[src/rtc_alarm_pkg.sv]
package rtc_alarm_pkg;

  // ---------------------------------------------------------------
  // Register map (register bus address, 4 bits)
  // ---------------------------------------------------------------
  localparam int ADDR_W = 4;
  localparam logic [3:0] OFS_ALARM_SEC = 4'h1;
  localparam logic [3:0] OFS_ALARM_MIN = 4'h3;
  localparam logic [3:0] OFS_ALARM_HOUR = 4'h5;
  localparam logic [3:0] OFS_ALARM_DATE = 4'h7;
  localparam logic [3:0] OFS_IRQ_CTRL = 4'hC;
  localparam logic [3:0] OFS_FLAGS = 4'hD;

  // ---------------------------------------------------------------
  // Field positions and reset values
  // ---------------------------------------------------------------
  localparam int MASK_HI_BIT = 7;
  localparam int MASK_LO_BIT = 6;
  localparam int ALARM_IRQ_EN_BIT = 3;
  localparam int SUPPLY_IRQ_EN_BIT = 2;
  localparam int BACKUP_ALARM_EN_BIT = 1;
  localparam int ALARM_FLAG_BIT = 3;
  localparam int SUPPLY_FLAG_BIT = 2;
  localparam int CELL_OK_BIT = 0;
  localparam logic [7:0] ALARM_RST = 8'h00;
  localparam logic [7:0] IRQ_CTRL_RST = 8'h00;

  // ---------------------------------------------------------------
  // Timing
  // ---------------------------------------------------------------
  localparam int CLK_KHZ = 10000;
  localparam int FAIL_WARN_US = 100;
  localparam int FAIL_WARN_CYC = (FAIL_WARN_US * CLK_KHZ) / 1000;
  localparam logic [1:0] SYNC_SETTLE = 2'h3;

  typedef enum logic [1:0] {
    PWR_OK = 2'b00,
    PWR_WARN = 2'b01,
    PWR_RESET = 2'b10
  } pwr_state_t;

endpackage

[src/alarm_cmp_if.sv]
`timescale 1ns/100ps
`default_nettype none

interface alarm_cmp_if;
  logic [7:0] alarm_byte;
  logic [7:0] time_byte;
  logic match;
  modport cmp (input alarm_byte, input time_byte, output match);
  modport ctl (output alarm_byte, output time_byte, input match);
endinterface

`default_nettype wire

[src/alarm_byte_cmp.sv]
`timescale 1ns/100ps
`default_nettype none

module alarm_byte_cmp
(
  alarm_cmp_if.cmp port
);

  // ---------------------------------------------------------------
  // One compare byte; both mask bits set drops it from the match
  // ---------------------------------------------------------------
  logic masked;

  always_comb
  begin
    masked = port.alarm_byte[rtc_alarm_pkg::MASK_HI_BIT] & port.alarm_byte[rtc_alarm_pkg::MASK_LO_BIT];
    port.match = masked | (port.alarm_byte == port.time_byte);
  end

endmodule

`default_nettype wire

[src/rtc_alarm_flags.sv]
// Summary of operation
// - Every update cycle the date, hour, minute and second are compared with the four alarm bytes.
// - The alarm match flag sets only when every unmasked byte equals its clock byte in an update cycle.
// - A set alarm match flag with the alarm interrupt enabled pulls the interrupt line low.
// - Reading the flags register clears the pending alarm.
// - An alarm byte with both of its top two bits at 1 is left out of the match.
// - Masking selects a rate of once a second, minute, hour, day or on a full date match.
// - In battery backup the interrupt line is normally released.
// - With backup alarm enabled, an enabled alarm match still pulls the line low in backup.
// - A supply drop to the fail point sets the supply fail flag.
// - A set supply fail flag with its enable set pulls the interrupt line low.
// - The supply fail interrupt leads the processor reset and deselect by a fixed warning time.
// - At power-up the cell is tested and the cell ok flag is cleared if it reads low.
// - Flags set whatever their enables; an interrupt needs flag and enable together.
// - A flags read clears all event flags together and releases the interrupt line.
//
// The implementer's own choice: strobed register access.
`timescale 1ns/100ps
`default_nettype none

module rtc_alarm_flags
#(
  parameter int WARN_CYC = rtc_alarm_pkg::FAIL_WARN_CYC
)
(
  input wire logic mclk,
  input wire logic rst,
  input wire logic [3:0] addr,
  input wire logic [7:0] wdata,
  input wire logic wr_stb,
  input wire logic rd_stb,
  output logic [7:0] rdata,
  input wire logic update_stb,
  input wire logic [7:0] time_sec,
  input wire logic [7:0] time_min,
  input wire logic [7:0] time_hour,
  input wire logic [7:0] time_date,
  input wire logic supply_fail_pin,
  input wire logic backup_pin,
  input wire logic cell_low_pin,
  output logic irq_n_o,
  output logic irq_n_oe,
  output logic cpu_reset_n,
  output logic chip_deselect
);

  localparam int CNT_W = $clog2(WARN_CYC + 1);
  localparam logic [CNT_W-1:0] WARN_LAST = CNT_W'(WARN_CYC - 1);

  // ---------------------------------------------------------------
  // Pin synchronisers
  // ---------------------------------------------------------------
  logic [2:0] sync1_ff;
  logic [2:0] sync2_ff;
  logic fail_prev_ff;
  logic fail_s;
  logic backup_s;
  logic cell_low_s;
  logic fail_rise;

  always_ff @(posedge mclk or posedge rst)
  begin
    if (rst)
    begin
      sync1_ff <= 3'h0;
      sync2_ff <= 3'h0;
      fail_prev_ff <= 1'b0;
    end
    else
    begin
      sync1_ff <= {cell_low_pin, backup_pin, supply_fail_pin};
      sync2_ff <= sync1_ff;
      fail_prev_ff <= sync2_ff[0];
    end
  end

  always_comb
  begin
    fail_s = sync2_ff[0];
    backup_s = sync2_ff[1];
    cell_low_s = sync2_ff[2];
    fail_rise = fail_s & ~fail_prev_ff;
  end

  // ---------------------------------------------------------------
  // Alarm byte compare
  // ---------------------------------------------------------------
  logic [7:0] alarm_ff [4];
  logic [7:0] nxt_alarm [4];
  logic [7:0] time_bytes [4];
  logic [3:0] byte_match;
  logic all_match;

  assign time_bytes = '{time_sec, time_min, time_hour, time_date};

  for (genvar i = 0; i < 4; i++)
  begin : g_cmp
    alarm_cmp_if cmp_bus ();
    assign cmp_bus.alarm_byte = alarm_ff[i];
    assign cmp_bus.time_byte = time_bytes[i];
    assign byte_match[i] = cmp_bus.match;
    alarm_byte_cmp u_cmp (.port(cmp_bus.cmp));
  end

  assign all_match = &byte_match;

  // ---------------------------------------------------------------
  // Register file and flags
  // ---------------------------------------------------------------
  logic [7:0] irq_ctrl_ff;
  logic [7:0] nxt_irq_ctrl;
  logic alarm_match_flag_ff;
  logic nxt_alarm_match_flag;
  logic supply_fail_flag_ff;
  logic nxt_supply_fail_flag;
  logic cell_ok_flag_ff;
  logic nxt_cell_ok_flag;
  logic cell_checked_ff;
  logic nxt_cell_checked;
  logic [1:0] settle_ff;
  logic [1:0] nxt_settle;
  logic [7:0] rdata_ff;
  logic [7:0] nxt_rdata;
  logic flags_rd;
  logic alarm_irq_enable;
  logic supply_fail_irq_enable;
  logic backup_alarm_enable;

  always_comb
  begin
    alarm_irq_enable = irq_ctrl_ff[rtc_alarm_pkg::ALARM_IRQ_EN_BIT];
    supply_fail_irq_enable = irq_ctrl_ff[rtc_alarm_pkg::SUPPLY_IRQ_EN_BIT];
    backup_alarm_enable = irq_ctrl_ff[rtc_alarm_pkg::BACKUP_ALARM_EN_BIT];
    flags_rd = rd_stb && (addr == rtc_alarm_pkg::OFS_FLAGS);
  end

  always_comb
  begin
    nxt_alarm = alarm_ff;
    nxt_irq_ctrl = irq_ctrl_ff;
    nxt_alarm_match_flag = alarm_match_flag_ff;
    nxt_supply_fail_flag = supply_fail_flag_ff;
    nxt_cell_ok_flag = cell_ok_flag_ff;
    nxt_cell_checked = cell_checked_ff;
    nxt_settle = settle_ff;
    nxt_rdata = 8'h00;
    if (wr_stb)
    begin
      unique case (addr)
        rtc_alarm_pkg::OFS_ALARM_SEC: nxt_alarm[0] = wdata;
        rtc_alarm_pkg::OFS_ALARM_MIN: nxt_alarm[1] = wdata;
        rtc_alarm_pkg::OFS_ALARM_HOUR: nxt_alarm[2] = wdata;
        rtc_alarm_pkg::OFS_ALARM_DATE: nxt_alarm[3] = wdata;
        rtc_alarm_pkg::OFS_IRQ_CTRL: nxt_irq_ctrl = wdata;
        default: nxt_irq_ctrl = irq_ctrl_ff;
      endcase
    end
    if (rd_stb)
    begin
      unique case (addr)
        rtc_alarm_pkg::OFS_ALARM_SEC: nxt_rdata = alarm_ff[0];
        rtc_alarm_pkg::OFS_ALARM_MIN: nxt_rdata = alarm_ff[1];
        rtc_alarm_pkg::OFS_ALARM_HOUR: nxt_rdata = alarm_ff[2];
        rtc_alarm_pkg::OFS_ALARM_DATE: nxt_rdata = alarm_ff[3];
        rtc_alarm_pkg::OFS_IRQ_CTRL: nxt_rdata = irq_ctrl_ff;
        rtc_alarm_pkg::OFS_FLAGS:
        begin
          nxt_rdata[rtc_alarm_pkg::ALARM_FLAG_BIT] = alarm_match_flag_ff;
          nxt_rdata[rtc_alarm_pkg::SUPPLY_FLAG_BIT] = supply_fail_flag_ff;
          nxt_rdata[rtc_alarm_pkg::CELL_OK_BIT] = cell_ok_flag_ff;
        end
        default: nxt_rdata = 8'h00;
      endcase
    end
    // Clear first, then set: an event in the read cycle survives it
    if (flags_rd)
    begin
      nxt_alarm_match_flag = 1'b0;
      nxt_supply_fail_flag = 1'b0;
    end
    if (update_stb && all_match)
    begin
      nxt_alarm_match_flag = 1'b1;
    end
    if (fail_rise)
    begin
      nxt_supply_fail_flag = 1'b1;
    end
    // Cell level is caught once, after the synchroniser has filled
    if (!cell_checked_ff)
    begin
      if (settle_ff == rtc_alarm_pkg::SYNC_SETTLE)
      begin
        nxt_cell_ok_flag = ~cell_low_s;
        nxt_cell_checked = 1'b1;
      end
      else
      begin
        nxt_settle = settle_ff + 2'h1;
      end
    end
  end

  always_ff @(posedge mclk or posedge rst)
  begin
    if (rst)
    begin
      for (int k = 0; k < 4; k++)
      begin
        alarm_ff[k] <= rtc_alarm_pkg::ALARM_RST;
      end
      irq_ctrl_ff <= rtc_alarm_pkg::IRQ_CTRL_RST;
      alarm_match_flag_ff <= 1'b0;
      supply_fail_flag_ff <= 1'b0;
      cell_ok_flag_ff <= 1'b0;
      cell_checked_ff <= 1'b0;
      settle_ff <= 2'h0;
      rdata_ff <= 8'h00;
    end
    else
    begin
      alarm_ff <= nxt_alarm;
      irq_ctrl_ff <= nxt_irq_ctrl;
      alarm_match_flag_ff <= nxt_alarm_match_flag;
      supply_fail_flag_ff <= nxt_supply_fail_flag;
      cell_ok_flag_ff <= nxt_cell_ok_flag;
      cell_checked_ff <= nxt_cell_checked;
      settle_ff <= nxt_settle;
      rdata_ff <= nxt_rdata;
    end
  end

  // ---------------------------------------------------------------
  // Interrupt line
  // ---------------------------------------------------------------
  logic irq_drive_ff;
  logic nxt_irq_drive;
  logic irq_level_ff;

  always_comb
  begin
    if (backup_s)
    begin
      // Supply fail cannot be reported in backup, only the alarm
      nxt_irq_drive = backup_alarm_enable & alarm_match_flag_ff & alarm_irq_enable;
    end
    else
    begin
      nxt_irq_drive = (alarm_match_flag_ff & alarm_irq_enable)
                    | (supply_fail_flag_ff & supply_fail_irq_enable);
    end
  end

  always_ff @(posedge mclk or posedge rst)
  begin
    if (rst)
    begin
      irq_drive_ff <= 1'b0;
      irq_level_ff <= 1'b1;
    end
    else
    begin
      irq_drive_ff <= nxt_irq_drive;
      irq_level_ff <= ~nxt_irq_drive;
    end
  end

  // ---------------------------------------------------------------
  // Supply fail warning and processor reset
  // ---------------------------------------------------------------
  rtc_alarm_pkg::pwr_state_t pwr_ff;
  rtc_alarm_pkg::pwr_state_t nxt_pwr;
  logic [CNT_W-1:0] warn_cnt_ff;
  logic [CNT_W-1:0] nxt_warn_cnt;
  logic reset_n_ff;
  logic nxt_reset_n;
  logic deselect_ff;

  always_comb
  begin
    nxt_pwr = pwr_ff;
    nxt_warn_cnt = warn_cnt_ff;
    unique case (pwr_ff)
      rtc_alarm_pkg::PWR_OK:
      begin
        nxt_warn_cnt = '0;
        if (fail_rise)
        begin
          nxt_pwr = rtc_alarm_pkg::PWR_WARN;
        end
      end
      rtc_alarm_pkg::PWR_WARN:
      begin
        if (!fail_s)
        begin
          nxt_pwr = rtc_alarm_pkg::PWR_OK;
        end
        else if (warn_cnt_ff == WARN_LAST)
        begin
          nxt_pwr = rtc_alarm_pkg::PWR_RESET;
        end
        else
        begin
          nxt_warn_cnt = warn_cnt_ff + CNT_W'(1);
        end
      end
      rtc_alarm_pkg::PWR_RESET:
      begin
        if (!fail_s)
        begin
          nxt_pwr = rtc_alarm_pkg::PWR_OK;
        end
      end
      default: nxt_pwr = rtc_alarm_pkg::PWR_OK;
    endcase
    nxt_reset_n = (nxt_pwr != rtc_alarm_pkg::PWR_RESET);
  end

  always_ff @(posedge mclk or posedge rst)
  begin
    if (rst)
    begin
      pwr_ff <= rtc_alarm_pkg::PWR_OK;
      warn_cnt_ff <= '0;
      reset_n_ff <= 1'b1;
      deselect_ff <= 1'b0;
    end
    else
    begin
      pwr_ff <= nxt_pwr;
      warn_cnt_ff <= nxt_warn_cnt;
      reset_n_ff <= nxt_reset_n;
      deselect_ff <= ~nxt_reset_n;
    end
  end

  assign rdata = rdata_ff;
  assign irq_n_o = irq_level_ff;
  assign irq_n_oe = irq_drive_ff;
  assign cpu_reset_n = reset_n_ff;
  assign chip_deselect = deselect_ff;
endmodule

`default_nettype wire

[config.mk]
export PLATFORM = sky130hd
export DESIGN_NAME = rtc_alarm_flags
export DESIGN_NICKNAME = d
export VERILOG_FILES = /design/src/rtc_alarm_pkg.sv /design/src/alarm_cmp_if.sv /design/src/alarm_byte_cmp.sv /design/src/rtc_alarm_flags.sv
export SDC_FILE = /design/constraint.sdc
export NUM_CORES = 1
export LEC_CHECK = 0
export ABC_AREA = 1
export BUFFER_PORTS_ARGS = -buffer_cell sky130_fd_sc_hd__buf_2
export CAP_MARGIN = 20
export CORE_ASPECT_RATIO = 1.4
export CORE_UTILIZATION = 51
export CTS_BUF_LIST = sky130_fd_sc_hd__clkbuf_16
export DETAILED_ROUTE_END_ITERATION = 8
export GPL_TIMING_DRIVEN = 1
export PLACE_DENSITY = 0.84
export SETUP_SLACK_MARGIN = 0.02
export SYNTH_ARGS = -nofsm -noshare
export SYNTH_HDL_FRONTEND = slang
export SYNTH_SLANG_ARGS = --single-unit
[constraint.sdc]
create_clock -name mclk -period 2 [get_ports mclk]
set_input_delay 0.1 -clock mclk [delete_from_list [all_inputs] [get_ports mclk]]
set_output_delay 0.1 -clock mclk [all_outputs]
set_load 0.05 [all_outputs]
==> run summary <==
Die X - 75.35 µm
Vias in the first global route - 3112
Grt met1 use - 28.65%
Fin nets - 586
Crit start category - flop
Max Buffers Root-to-Sink - 2
Tcrit/Tclk final - 84.81%
CTS tree - yes
Hold WC Path Type - input pin to flop
# rows - 37
Hold EP - rdata[6]$_DFF_PP0_
Max Cap Viol - 0
Antenna Nets Post-Route - 0
Wire per inst - 14.01 µm
CTS buffer count - 9
FFs w/ async S/R, synth - 100.0%
Synthesis-stage register bit count - 77
Final RePlAce weighted congestion - 0.8866
Final Setup Violations - 0
Multi-input logic area - 1685 µm²
RSZ-0062 raised after global routing - no
CTS Sinks - 77
Largest area contributor in the netlist - dfrtp_1
Initial antenna violation count - 0
Layout Skew - 0.005286 ns
Synth cell types - 31
Fin crit period - 1.696 ns
Share of the synthesized area in the top cell type - 48.86%
Share of layout cells above drive strength 1 - 20.11%
Status - finished clean
Hold path startpoint - rd_stb
Sequential share of the synthesized area - 50.23%
Pre-antenna DRT Iters - 5
Initial Util - 52.51%
FF/Latch Area - 1929 µm²
Reg-to-Reg Start - warn_cnt_ff[0]$_DFFE_PP0P_
Final Instance Count excl. Fillers - 634
# port buffers - 63
Max IR drop VDD - 0.4873 mV
Cell with the most instances after synthesis - nand2_1
Reg2Reg Depth - 10
Diode count - 0
Die area - 7887 µm²
WL final - 8.880 mm
Fmax - 0.5895 GHz
Post-Place Cells - 614
Flop-to-flop setup slack - 0.30 ns
DP HPWL - 6.475 mm
Synthesis Warnings - 0
Core ar. - 7315 µm²
Tot Pwr - 4.274 mW
Syn nets - 515
Static Leakage - 2.312 nW
Synth cell count leaders - 150 x nand2_1, 75 x dfrtp_1, 40 x o21ai_0, 39 x inv_1, 34 x nor2_1
Worst setup EP type - flop
Largest net degree at the start of global routing - 78
Worst-margin pin slew - 0.4408 ns
Remaining global-route overflow - 0
Reg-to-reg endpoint - warn_cnt_ff[3]$_DFFE_PP0P_
Grt met3 use - 5.304%
CP required - 2.24 ns
IO Count - 64
DR vias/cell - 5.090
Initial DRC Count - 266
Global-route wire length before repair - 14.20 mm
Clk_lat worst skew - 0.35 ns
Arrival @ worst endpoint - 1.93 ns
Root buf cell - clkbuf_16
Post-CTS resize count - 0
Avg Inst Size Synth - 8.332 µm²
EDFF count, synth - 0
Final Max Tran Viols - 0
Worst hold stages - 3
Die Height - 104.7 µm
Final hold vios - 0
Met2 usage - 39.67%
P&R area growth vs syn - 19.38%
Busiest grt layer - met2
Mapped Cells - 461
Critical path class - flop to flop
Synthesized area - 3841 µm²
GRT Total Usage - 24.86%
CP Max Fanout - 11
Postcts setup bufs - 0
Area contributors post-synth - dfrtp_1 49%, nand2_1 15%, xnor2_1 5.2%, o21ai_0 5.2%, nand3_1 3.9%
H-tree Lvls - 3
PwrDens - 931.9 nW/µm²
Rel. slew slack - 70.58%
Ys flop type - dfrtp_1
DRC - 0
TNS Setup - 0 ns
Vias - 3227
Fillers - 639
CTS clk-pin slew, worst paths - 0.06 ns
==> placed cells by master, fill, tap and decap left out, types with 2 or more instances in the layout <==
cell type	count
o21ai_2	9
nand2_1	150
nor2_1	34
dlygate4sd3_1	4
nor2_4	4
xor2_1	11
o21ai_0	40
nand2_4	2
clkbuf_16	9
nand3_2	3
clkinvlp_4	3
ha_1	2
dfstp_2	2
buf_2	63
nand3_1	30
o21ai_1	4
clkinv_4	2
xnor2_1	23
nand4_1	3
inv_2	2
a21oi_1	8
inv_1	38
dfrtp_1	75
nor2_2	2
or2_2	2
==> worst max-delay path, cell delays in order, from the launching register on <==
cell,delay (ns)
dfrtp_1,0.42
ha_1,0.21
nand2_1,0.08
inv_1,0.07
nand3_1,0.08
o21ai_2,0.16
nor2_2,0.08
nor2_4,0.23
inv_2,0.12
nand2_1,0.07
o21ai_1,0.05
==> cells by family after synthesis <==
| logic type | after synthesis | synth area share (%) |
|---|---|---|
| compound gates | 64 | 9.414 |
| xor+xnor | 34 | 7.752 |
| fa+ha+maj | 2 | 0.6514 |
| buf+inv | 51 | 5.895 |
| flops | 77 | 50.23 |
| simple gates | 233 | 26.06 |
==> metal layers <==
layer,vias to the layer above,routed length (µm),share of wire [%]
met2,101,4574,52
met4,0,478,5.4
met5,-,0,0
met1,1492,3456,39
met3,31,370,4.2
li1,1603,-,-
==> state kept, by name, indices dropped and copies added, names as in the netlist, 2 cells and up <==
signal / count
sync1_ff: 3
irq_ctrl_ff: 8
settle_ff: 2
pwr_ff: 2
g_cmp.cmp_bus.alarm_byte: 32
sync2_ff: 3
warn_cnt_ff: 10
rdata: 8
==> layout make-up <==
| class | instances | area share [%] |
|---|---|---|
| Sequential cell | 77 | 42.07 |
| Multi-Input combinational cell | 333 | 36.75 |
| Clock inverter | 7 | 1.801 |
| Clock buffer | 9 | 4.911 |
| Timing Repair Buffer | 68 | 8.186 |
| Inverter | 43 | 3.629 |
| Tap cell | 97 | 2.647 |
==> stage by stage <==
| stage | area [µm²] | hold WS (ns) | setup WS (ns) | utilization (%) |
|---|---|---|---|---|
| global placement | 4238 | 0.2112 | 0.3915 | 57.94 |
| finish | 4586 | 0.1170 | 0.3038 | 62.69 |
| detailed placement | 4238 | 0.2130 | 0.3105 | 57.94 |
| floorplan | 3845 | 0.1314 | 0.5571 | - |
| CTS | 4586 | 0.1106 | 0.3032 | 62.69 |
| global route | 4586 | 0.1428 | 0.1420 | 62.69 |
==> how the worst max path moves through the flow <==
stage                                            end                        from  cells after the start
after floorplan           warn_cnt_ff[0]$_DFFE_PP0P_  warn_cnt_ff[0]$_DFFE_PP0P_                     10
after global placement    warn_cnt_ff[3]$_DFFE_PP0P_  warn_cnt_ff[0]$_DFFE_PP0P_                     10
after detailed placement  warn_cnt_ff[3]$_DFFE_PP0P_  warn_cnt_ff[0]$_DFFE_PP0P_                     10
after CTS                 warn_cnt_ff[3]$_DFFE_PP0P_  warn_cnt_ff[0]$_DFFE_PP0P_                     10
after global routing      warn_cnt_ff[5]$_DFFE_PP0P_  warn_cnt_ff[0]$_DFFE_PP0P_                     10
final                     warn_cnt_ff[3]$_DFFE_PP0P_  warn_cnt_ff[0]$_DFFE_PP0P_                     10
==> power by group <==
group	internal, mW	switching (mW)	total [mW]
combinational	0.277	0.386	0.663
clock	0.983	0.693	1.68
sequential	1.75	0.183	1.94
total	3.01	1.26	4.27
==> repair_timing <==
item                                   4_1_cts  5_1_grt
setup endpoints to repair                    0        0
hold buffers                                 4        0
endpoints found under the hold margin       78        0
No activity file was read; power rests on OpenSTA's default activity.
